[src/psr_pkg.sv]
// package for the peripheral soft reset bank: offsets, field layouts, reset values
`default_nettype none
package psr_pkg;

  localparam int unsigned ADDR_W = 12;
  localparam int unsigned DATA_W = 32;

  localparam logic [ADDR_W-1:0] OFF_RESET_WORD_ZERO = 12'h040;
  localparam logic [ADDR_W-1:0] OFF_RESET_WORD_ONE  = 12'h044;
  localparam logic [ADDR_W-1:0] OFF_RESET_WORD_TWO  = 12'h048;

  localparam logic [DATA_W-1:0] RESET_WORD_RST = 32'h0000_0000;

  // writable bit sets; all other bits are reserved
  localparam logic [DATA_W-1:0] WORD_ZERO_IMPL = 32'h0101_0048;
  localparam logic [DATA_W-1:0] WORD_ONE_IMPL  = 32'h030f_5033;
  localparam logic [DATA_W-1:0] WORD_TWO_IMPL  = 32'h0000_00ff;

  // field positions
  localparam int unsigned BIT_CAN_ZERO = 24;
  localparam int unsigned BIT_ADC0     = 16;
  localparam int unsigned BIT_HIBER    = 6;
  localparam int unsigned BIT_WDOG     = 3;
  localparam int unsigned BIT_CMP_ONE  = 25;
  localparam int unsigned BIT_CMP_ZERO = 24;
  localparam int unsigned BIT_CNT_LO   = 16;
  localparam int unsigned BIT_I2C1     = 14;
  localparam int unsigned BIT_I2C0     = 12;
  localparam int unsigned BIT_SYNC1    = 5;
  localparam int unsigned BIT_SYNC0    = 4;
  localparam int unsigned BIT_ASYNC1   = 1;
  localparam int unsigned BIT_ASYNC0   = 0;
  localparam int unsigned NUM_COUNTERS = 4;
  localparam int unsigned NUM_PORTS    = 8;

  typedef struct packed {
    logic [ADDR_W-1:0] addr;
    logic [DATA_W-1:0] wdata;
    logic              wr;
    logic              rd;
  } psr_req_t;

  typedef struct packed {
    logic                    can_zero;
    logic                    adc0;
    logic                    hiber;
    logic                    wdog;
    logic [1:0]              comp;
    logic [NUM_COUNTERS-1:0] counter;
    logic [1:0]              i2c;
    logic [1:0]              sync_serial;
    logic [1:0]              async_serial;
    logic [NUM_PORTS-1:0]    io_port;
  } psr_resets_t;

endpackage
`default_nettype wire

[src/psr_bank.sv]
// top of the peripheral soft reset bank: register port, three words, reset outputs
//
// Decided for this implementation: the strobed register port.
`timescale 1ns/10ps
`default_nettype none
module psr_bank (
  // clock and reset
  input  wire logic                          ref_clk_i,
  input  wire logic                          reset_n_i,
  // register port
  input  wire logic [psr_pkg::ADDR_W-1:0]    reg_addr_i,
  input  wire logic [psr_pkg::DATA_W-1:0]    reg_wdata_i,
  input  wire logic                          reg_wr_i,
  input  wire logic                          reg_rd_i,
  output logic      [psr_pkg::DATA_W-1:0]    reg_rdata_o,
  // capability masks, same clock domain
  input  wire logic [psr_pkg::DATA_W-1:0]    capability_mask_word_one_i,
  input  wire logic [psr_pkg::DATA_W-1:0]    capability_mask_word_two_i,
  input  wire logic [psr_pkg::DATA_W-1:0]    capability_mask_word_four_i,
  // peripheral resets, active high
  output psr_pkg::psr_resets_t               periph_reset_o
);

  ////////////////////////////////////////////////////////////////////////////
  typedef struct packed {
    logic [psr_pkg::DATA_W-1:0] rdata;
    psr_pkg::psr_resets_t       resets;
  } psr_bank_state_t;

  psr_bank_state_t                  state_r;
  psr_bank_state_t                  state_nxt;
  psr_pkg::psr_req_t                req;
  logic [psr_pkg::DATA_W-1:0]       word_zero;
  logic [psr_pkg::DATA_W-1:0]       word_one;
  logic [psr_pkg::DATA_W-1:0]       word_two;
  logic                             sel_zero;
  logic                             sel_one;
  logic                             sel_two;

  // strobes that reached a mapped word
  logic                             wr_zero;
  logic                             wr_one;
  logic                             wr_two;
  logic                             rd_hit;

  // one named tap per peripheral reset, taken from the stored words
  logic                             can_controller_zero_reset;
  logic                             converter_zero_reset;
  logic                             hibernation_unit_reset;
  logic                             watchdog_unit_reset;
  logic                             comparator_one_reset;
  logic                             comparator_zero_reset;
  logic [psr_pkg::NUM_COUNTERS-1:0] gp_counter_reset;
  logic                             i2c_one_reset;
  logic                             i2c_zero_reset;
  logic                             sync_serial_one_reset;
  logic                             sync_serial_zero_reset;
  logic                             async_serial_one_reset;
  logic                             async_serial_zero_reset;
  logic [psr_pkg::NUM_PORTS-1:0]    io_port_reset;

  // readback words rebuilt from the taps
  logic [psr_pkg::DATA_W-1:0]       view_zero;
  logic [psr_pkg::DATA_W-1:0]       view_one;
  logic [psr_pkg::DATA_W-1:0]       view_two;
  logic [psr_pkg::DATA_W-1:0]       rd_sel;

  assign req      = '{addr: reg_addr_i, wdata: reg_wdata_i, wr: reg_wr_i, rd: reg_rd_i};
  assign sel_zero = (req.addr == psr_pkg::OFF_RESET_WORD_ZERO);
  assign sel_one  = (req.addr == psr_pkg::OFF_RESET_WORD_ONE);
  assign sel_two  = (req.addr == psr_pkg::OFF_RESET_WORD_TWO);

  // a strobe to an unmapped offset selects no word and is dropped here
  assign wr_zero  = req.wr && sel_zero;
  assign wr_one   = req.wr && sel_one;
  assign wr_two   = req.wr && sel_two;
  assign rd_hit   = req.rd && (sel_zero || sel_one || sel_two);

  ////////////////////////////////////////////////////////////////////////////
  psr_word #(
    .IMPL_MASK (psr_pkg::WORD_ZERO_IMPL),
    .RST_VAL   (psr_pkg::RESET_WORD_RST)
  ) u_word_zero (
    .ref_clk_i  (ref_clk_i),
    .reset_n_i  (reset_n_i),
    .wr_en_i    (wr_zero),
    .wdata_i    (req.wdata),
    .cap_mask_i (capability_mask_word_one_i),
    .value_o    (word_zero)
  );

  psr_word #(
    .IMPL_MASK (psr_pkg::WORD_ONE_IMPL),
    .RST_VAL   (psr_pkg::RESET_WORD_RST)
  ) u_word_one (
    .ref_clk_i  (ref_clk_i),
    .reset_n_i  (reset_n_i),
    .wr_en_i    (wr_one),
    .wdata_i    (req.wdata),
    .cap_mask_i (capability_mask_word_two_i),
    .value_o    (word_one)
  );

  psr_word #(
    .IMPL_MASK (psr_pkg::WORD_TWO_IMPL),
    .RST_VAL   (psr_pkg::RESET_WORD_RST)
  ) u_word_two (
    .ref_clk_i  (ref_clk_i),
    .reset_n_i  (reset_n_i),
    .wr_en_i    (wr_two),
    .wdata_i    (req.wdata),
    .cap_mask_i (capability_mask_word_four_i),
    .value_o    (word_two)
  );

  ////////////////////////////////////////////////////////////////////////////
  // one named tap per peripheral; the bit positions live in the package
  assign can_controller_zero_reset = word_zero[psr_pkg::BIT_CAN_ZERO];
  assign converter_zero_reset      = word_zero[psr_pkg::BIT_ADC0];
  assign hibernation_unit_reset    = word_zero[psr_pkg::BIT_HIBER];
  assign watchdog_unit_reset       = word_zero[psr_pkg::BIT_WDOG];
  assign comparator_one_reset      = word_one[psr_pkg::BIT_CMP_ONE];
  assign comparator_zero_reset     = word_one[psr_pkg::BIT_CMP_ZERO];
  assign gp_counter_reset          = word_one[psr_pkg::BIT_CNT_LO +: psr_pkg::NUM_COUNTERS];
  assign i2c_one_reset             = word_one[psr_pkg::BIT_I2C1];
  assign i2c_zero_reset            = word_one[psr_pkg::BIT_I2C0];
  assign sync_serial_one_reset     = word_one[psr_pkg::BIT_SYNC1];
  assign sync_serial_zero_reset    = word_one[psr_pkg::BIT_SYNC0];
  assign async_serial_one_reset    = word_one[psr_pkg::BIT_ASYNC1];
  assign async_serial_zero_reset   = word_one[psr_pkg::BIT_ASYNC0];
  assign io_port_reset             = word_two[psr_pkg::NUM_PORTS-1:0];

  ////////////////////////////////////////////////////////////////////////////
  // readback rebuilt field by field, so a reserved bit can only read zero
  // even if a stored bit ever escaped the implemented mask
  always_comb
  begin
    view_zero                        = '0;
    view_zero[psr_pkg::BIT_CAN_ZERO] = can_controller_zero_reset;
    view_zero[psr_pkg::BIT_ADC0]     = converter_zero_reset;
    view_zero[psr_pkg::BIT_HIBER]    = hibernation_unit_reset;
    view_zero[psr_pkg::BIT_WDOG]     = watchdog_unit_reset;
  end

  always_comb
  begin
    view_one                         = '0;
    view_one[psr_pkg::BIT_CMP_ONE]   = comparator_one_reset;
    view_one[psr_pkg::BIT_CMP_ZERO]  = comparator_zero_reset;
    view_one[psr_pkg::BIT_CNT_LO +: psr_pkg::NUM_COUNTERS] = gp_counter_reset;
    view_one[psr_pkg::BIT_I2C1]      = i2c_one_reset;
    view_one[psr_pkg::BIT_I2C0]      = i2c_zero_reset;                  // bit between stays zero
    view_one[psr_pkg::BIT_SYNC1]     = sync_serial_one_reset;
    view_one[psr_pkg::BIT_SYNC0]     = sync_serial_zero_reset;
    view_one[psr_pkg::BIT_ASYNC1]    = async_serial_one_reset;
    view_one[psr_pkg::BIT_ASYNC0]    = async_serial_zero_reset;
  end

  always_comb
  begin
    view_two                         = '0;
    view_two[psr_pkg::NUM_PORTS-1:0] = io_port_reset;
  end

  ////////////////////////////////////////////////////////////////////////////
  // read select; an unmapped offset falls through to zero
  always_comb
  begin
    rd_sel = '0;
    case (1'b1)
      sel_zero: rd_sel = view_zero;
      sel_one:  rd_sel = view_one;
      sel_two:  rd_sel = view_two;
      default:  rd_sel = '0;
    endcase
  end

  ////////////////////////////////////////////////////////////////////////////
  // reset outputs follow the stored words one cycle later, so they are flopped;
  // the extra cycle keeps the bus decode off the peripheral reset nets
  always_comb
  begin
    state_nxt                     = state_r;

    // word zero: system peripherals
    state_nxt.resets.can_zero     = can_controller_zero_reset;
    state_nxt.resets.adc0         = converter_zero_reset;
    state_nxt.resets.hiber        = hibernation_unit_reset;
    state_nxt.resets.wdog         = watchdog_unit_reset;

    // word one: analog, counters and serial units
    state_nxt.resets.comp         = {comparator_one_reset, comparator_zero_reset};
    state_nxt.resets.counter      = gp_counter_reset;
    state_nxt.resets.i2c          = {i2c_one_reset, i2c_zero_reset};
    state_nxt.resets.sync_serial  = {sync_serial_one_reset, sync_serial_zero_reset};
    state_nxt.resets.async_serial = {async_serial_one_reset, async_serial_zero_reset};

    // word two: io ports, port a in bit zero
    state_nxt.resets.io_port      = io_port_reset;

    // read data stands only the cycle after the strobe, zero otherwise
    state_nxt.rdata               = '0;
    if (rd_hit)
    begin
      state_nxt.rdata             = rd_sel;
    end
  end

  always_ff @(posedge ref_clk_i or negedge reset_n_i)
  begin
    if (!reset_n_i)
      state_r <= '0;
    else
      state_r <= state_nxt;
  end

  assign reg_rdata_o    = state_r.rdata;
  assign periph_reset_o = state_r.resets;

endmodule // psr_bank
`default_nettype wire

[src/psr_word.sv]
// one masked software reset word: write gating, reserved bits, readback
`timescale 1ns/10ps
`default_nettype none
module psr_word #(
  parameter logic [31:0] IMPL_MASK = 32'hffff_ffff,
  parameter logic [31:0] RST_VAL   = 32'h0000_0000
) (
  // clock and reset
  input  wire logic        ref_clk_i,
  input  wire logic        reset_n_i,
  // write side
  input  wire logic        wr_en_i,
  input  wire logic [31:0] wdata_i,
  input  wire logic [31:0] cap_mask_i,
  // state
  output logic      [31:0] value_o
);

  typedef struct packed {
    logic [31:0] word;
  } psr_word_state_t;

  psr_word_state_t state_r;
  psr_word_state_t state_nxt;
  logic [31:0]     wr_bits;

  always_comb
  begin
    state_nxt = state_r;
    wr_bits   = IMPL_MASK & cap_mask_i;
    if (wr_en_i)
    begin
      // only enabled bits change; others keep their value
      state_nxt.word = (state_r.word & ~wr_bits) | (wdata_i & wr_bits);
    end
  end

  always_ff @(posedge ref_clk_i or negedge reset_n_i)
  begin
    if (!reset_n_i)
      state_r <= '{word: RST_VAL};
    else
      state_r <= state_nxt;
  end

  assign value_o = state_r.word;

endmodule // psr_word
`default_nettype wire

[config.mk]
export PLATFORM = sky130hd
export DESIGN_NAME = psr_bank
export DESIGN_NICKNAME = d
export VERILOG_FILES = /design/src/psr_pkg.sv /design/src/psr_bank.sv /design/src/psr_word.sv
export SDC_FILE = /design/constraint.sdc
export NUM_CORES = 1
export LEC_CHECK = 0
export BUFFER_PORTS_ARGS = -buffer_cell sky130_fd_sc_hd__buf_2
export CAP_MARGIN = 20
export CORE_MARGIN = 3
export CORE_UTILIZATION = 40
export CTS_CLUSTER_DIAMETER = 150
export DETAILED_ROUTE_END_ITERATION = 10
export PLACE_DENSITY = 0.89
export SLEW_MARGIN = 20
export SYNTH_ARGS = -nofsm -noshare
export SYNTH_HDL_FRONTEND = slang
export SYNTH_SLANG_ARGS = --single-unit
[constraint.sdc]
create_clock -name ref_clk_i -period 1 [get_ports ref_clk_i]
set_input_delay 0.05 -clock ref_clk_i [delete_from_list [all_inputs] [get_ports ref_clk_i]]
set_output_delay 0.05 -clock ref_clk_i [all_outputs]
set_load 0.02 [all_outputs]
==> metrics.md <==
| Metric | Value |
|---|---|
| Status | finished with violations |
| Failing checks | setup timing |
| Final setup fails | 40 |
| Vias in the first global route | between 2,000 and 2,500 |
| Clock Sinks | 64 |
| Clock Latency Late Sink | 0.34 ns |
| Placed Area | ~3500 sq um |
| Arrival time at the worst endpoint | ~1.6 ns |
| TritonCTS clock tree | yes |
| Synthesized netlist cell count | between 200 and 250 |
| Top Ports | 200 |
| Setup Skew | about 0.0065 ns |
| Leakage power | 2.09 nW |
| DIE AREA | a little under 8000 sq um |
| Initial DRC count | about 150 |
| Final period demand of the worst path | about 1.3 ns |
| DRT Pass-1 Iters | 4 |
| Final Max Tran Viols | 0 |
| Final hold violations | 0 |
| CTS Root Cell | clkbuf_8 |
| Count of cell types in the netlist | 24 |
| Maximum vdd drop | 1010 uV |
| Storage cell area | 1600 sq um |
| Yosys warnings | 0 |
| Clock transition at path regs | roughly 0.07 ns |
| Max Buffers Root-to-Sink | 2 |
| Ant. Diodes | 0 |
| HPWL Detailed | 4.99 mm |
| FP Rows | 29 |
| Gr ovfl total | 0 |
| Die height | between 80 and 90 microns |
| Seq cells post-synth | 64 |
| Initial antenna violation count | 0 |
| NumNets Final | approximately 480 |
| Critical path class | input port to flop |
| GRT Total Usage | a little under a fifth |
| Post-route cell area | between 4000 and 5000 sq um |
| Final Total Pwr | 5.41 mW |
| Critical path peak fanout | 16 |
| Avg WL per Cell | 17.6 microns |
| Highest metal layer with signal wires | met4 |
| Placer congestion estimate | 0.783 |
| First-pass GRT wire length | ~11 mm |
| H-tree Lvls | 3 |
| Share of cells above drive strength 1 | between 50% and 60% |
| Seq/Total Area, Yosys | approximately three fifths |
| Req. time, crit path | roughly 1.2 ns |
| Layout fillers | a little over 500 |
| Antenna-violating nets left | 0 |
| Fmax achieved | around 0.74 GHz |
| Largest net degree at the start of global routing | 28 |
| Multi-input gate area | 1310 sq um |
| CP Cell Sequence | buf_6, or4b_4, buf_12, nor4_2, mux2_2 |
| Final wirelength | between 7 and 8 mm |
| Endpoint type of the worst setup path | flop |
| Wire length on met1 | between 3 and 4 mm |
| Largest stage delay on the critical path | just under 0.6 ns |
| Unrepaired setup endpoints after global routing | yes |
| Average vias per placed instance | approximately 5.2 |
| Initial core utilization | between 40% and 50% |
| Setup ws final | -0.347 ns |
| Pwr/cell area | around 1300 nW/um^2 |
| Width of the die | roughly 90 microns |
| Placeable Area | roughly 6500 sq um |
| Routed length on met3 | about 460 microns |
| Avg Synthesized Cell Area | about 13 sq um |
| Fin crit share | 135% |
| Hold Path Class | input port to flop |
| Via count | between 2,000 and 2,500 |
| DR WL met2 | about 3.6 mm |
| Mapped cell area | 2710 sq um |
| Fin util | about 64% |
| DRC Markers | 0 |
| Layout area overhead | 52.5% |
| CTS buffer count | 9 |
| Port bufs | between 90 and 100 |
| Max cap viols | 0 |
| CP max stage cell | or4b_4 |
| Worst setup SP type | input port |
## final timing paths
kind	from	to	slack [ns]	cells past startpoint
max	reg_addr_i[7]	flop	-0.35	5
min reg2reg	flop	periph_reset_o[7]$_DFF_PN0_	0.40	0
min in group asynchronous	reset_n_i	periph_reset_o[2]$_DFF_PN0_	0.16	2
max reg2reg	flop	reg_rdata_o[16]$_DFF_PN0_	0.14	2
max in group asynchronous	reset_n_i	async pin	0.37	3
min	reg_addr_i[3]	reg_rdata_o[16]$_DFF_PN0_	0.11	3
## cells by family (layout without fill, tap and decap cells)
kind of cell	after synthesis	count (layout)	share of synthesized area [%]
buf+inv	38	152	7.88
compound gates	4	4	1.11
other cells	1	16	0.138
mux	28	28	11.4
flops	64	64	59.0
simple gates	79	81	20.4
## metal layers
metal / track usage [%] / vias up
met1: 25.4 / 1082
met4: 8.79 / 0
met5: 0 / -
li1: - / 1011
met3: 4.00 / 18
met2: 29.8 / 102
## worst max-delay path: cells and delay by family
kind                   cells  cell delay (ns)
buffers and inverters      2             0.28
AND/OR/NAND/NOR            2             0.86
multiplexers               1             0.37
## cells in the mapped netlist
library cell	n	share of area, %
mux2i_1	4	1.5
or4_1	1	0.28
buf_1	2	0.28
nand4b_1	20	6.5
nor4_1	24	5.5
or4_4	1	0.41
or4b_1	1	0.37
nand2_1	2	0.28
mux2_2	24	10
dfrtp_1	64	59
clkbuf_1	15	2.1
nor3_1	6	1.1
nand3_1	6	1.1
nor2b_1	2	0.46
nor2_1	6	0.83
nor3_2	4	1.5
inv_1	1	0.14
or2_2	2	0.46
buf_6	1	0.41
buf_2	3	0.55
conb_1	1	0.14
a22oi_1	4	1.1
or4bb_1	4	1.7
buf_4	16	4.4
## power by group
group | switching [mW] | total [mW] | leakage, nW | internal (mW)
sequential | 0.00249 | 2.60 | 0.894 | 2.59
clock | 0.953 | 2.23 | 0.103 | 1.28
combinational | 0.329 | 0.575 | 1.09 | 0.246
total | 1.29 | 5.41 | 2.09 | 4.12
## area by class of cell
cell class / instances / area share [%]
Tap cell: 77 / 2.33
Inverter: 1 / 0.0907
Clock inverter: 3 / 0.967
Clock buffer: 13 / 3.84
Sequential cell: 64 / 38.7
Multi-Input combinational cell: 129 / 31.7
Timing Repair Buffer: 135 / 22.4
## timing repair
item,in CTS,in global routing
gates resized for setup,7,31
setup buffers,0,2
endpoints found under the hold margin,88,0
pin swaps,1,9
hold buffers,17,0
setup endpoints to repair,40,40
cloned,2,2
## cell usage in the layout (no fill, tap or decap), types with 7 or more instances in the layout
| master | instances |
|---|---|
| clkbuf_8 | 11 |
| mux2_2 | 15 |
| nand4b_1 | 20 |
| dfrtp_1 | 64 |
| buf_2 | 92 |
| dlygate4sd3_1 | 17 |
| buf_4 | 16 |
| nor4_2 | 14 |
| nor3_2 | 7 |
| mux2_4 | 9 |
| conb_1 | 16 |
| nor4_4 | 10 |
## metrics by stage
| stage | hold slack, ns | TNS (ns) | std cells | setup slack (ns) |
|---|---|---|---|---|
| 3_3_place_gp | -0.0210 | -29.76 | 383 | -0.837 |
| 4_1_cts | 0.0881 | -11.41 | 418 | -0.354 |
| 2_1_floorplan | -0.246 | -19.32 | 229 | -0.539 |
| 6_report | 0.114 | -10.72 | 422 | -0.347 |
| 5_1_grt | 0.123 | -11.22 | 422 | -0.343 |
| 3_5_place_dp | -0.0142 | -30.61 | 383 | -0.840 |
No activity file was read; power rests on OpenSTA's default activity.
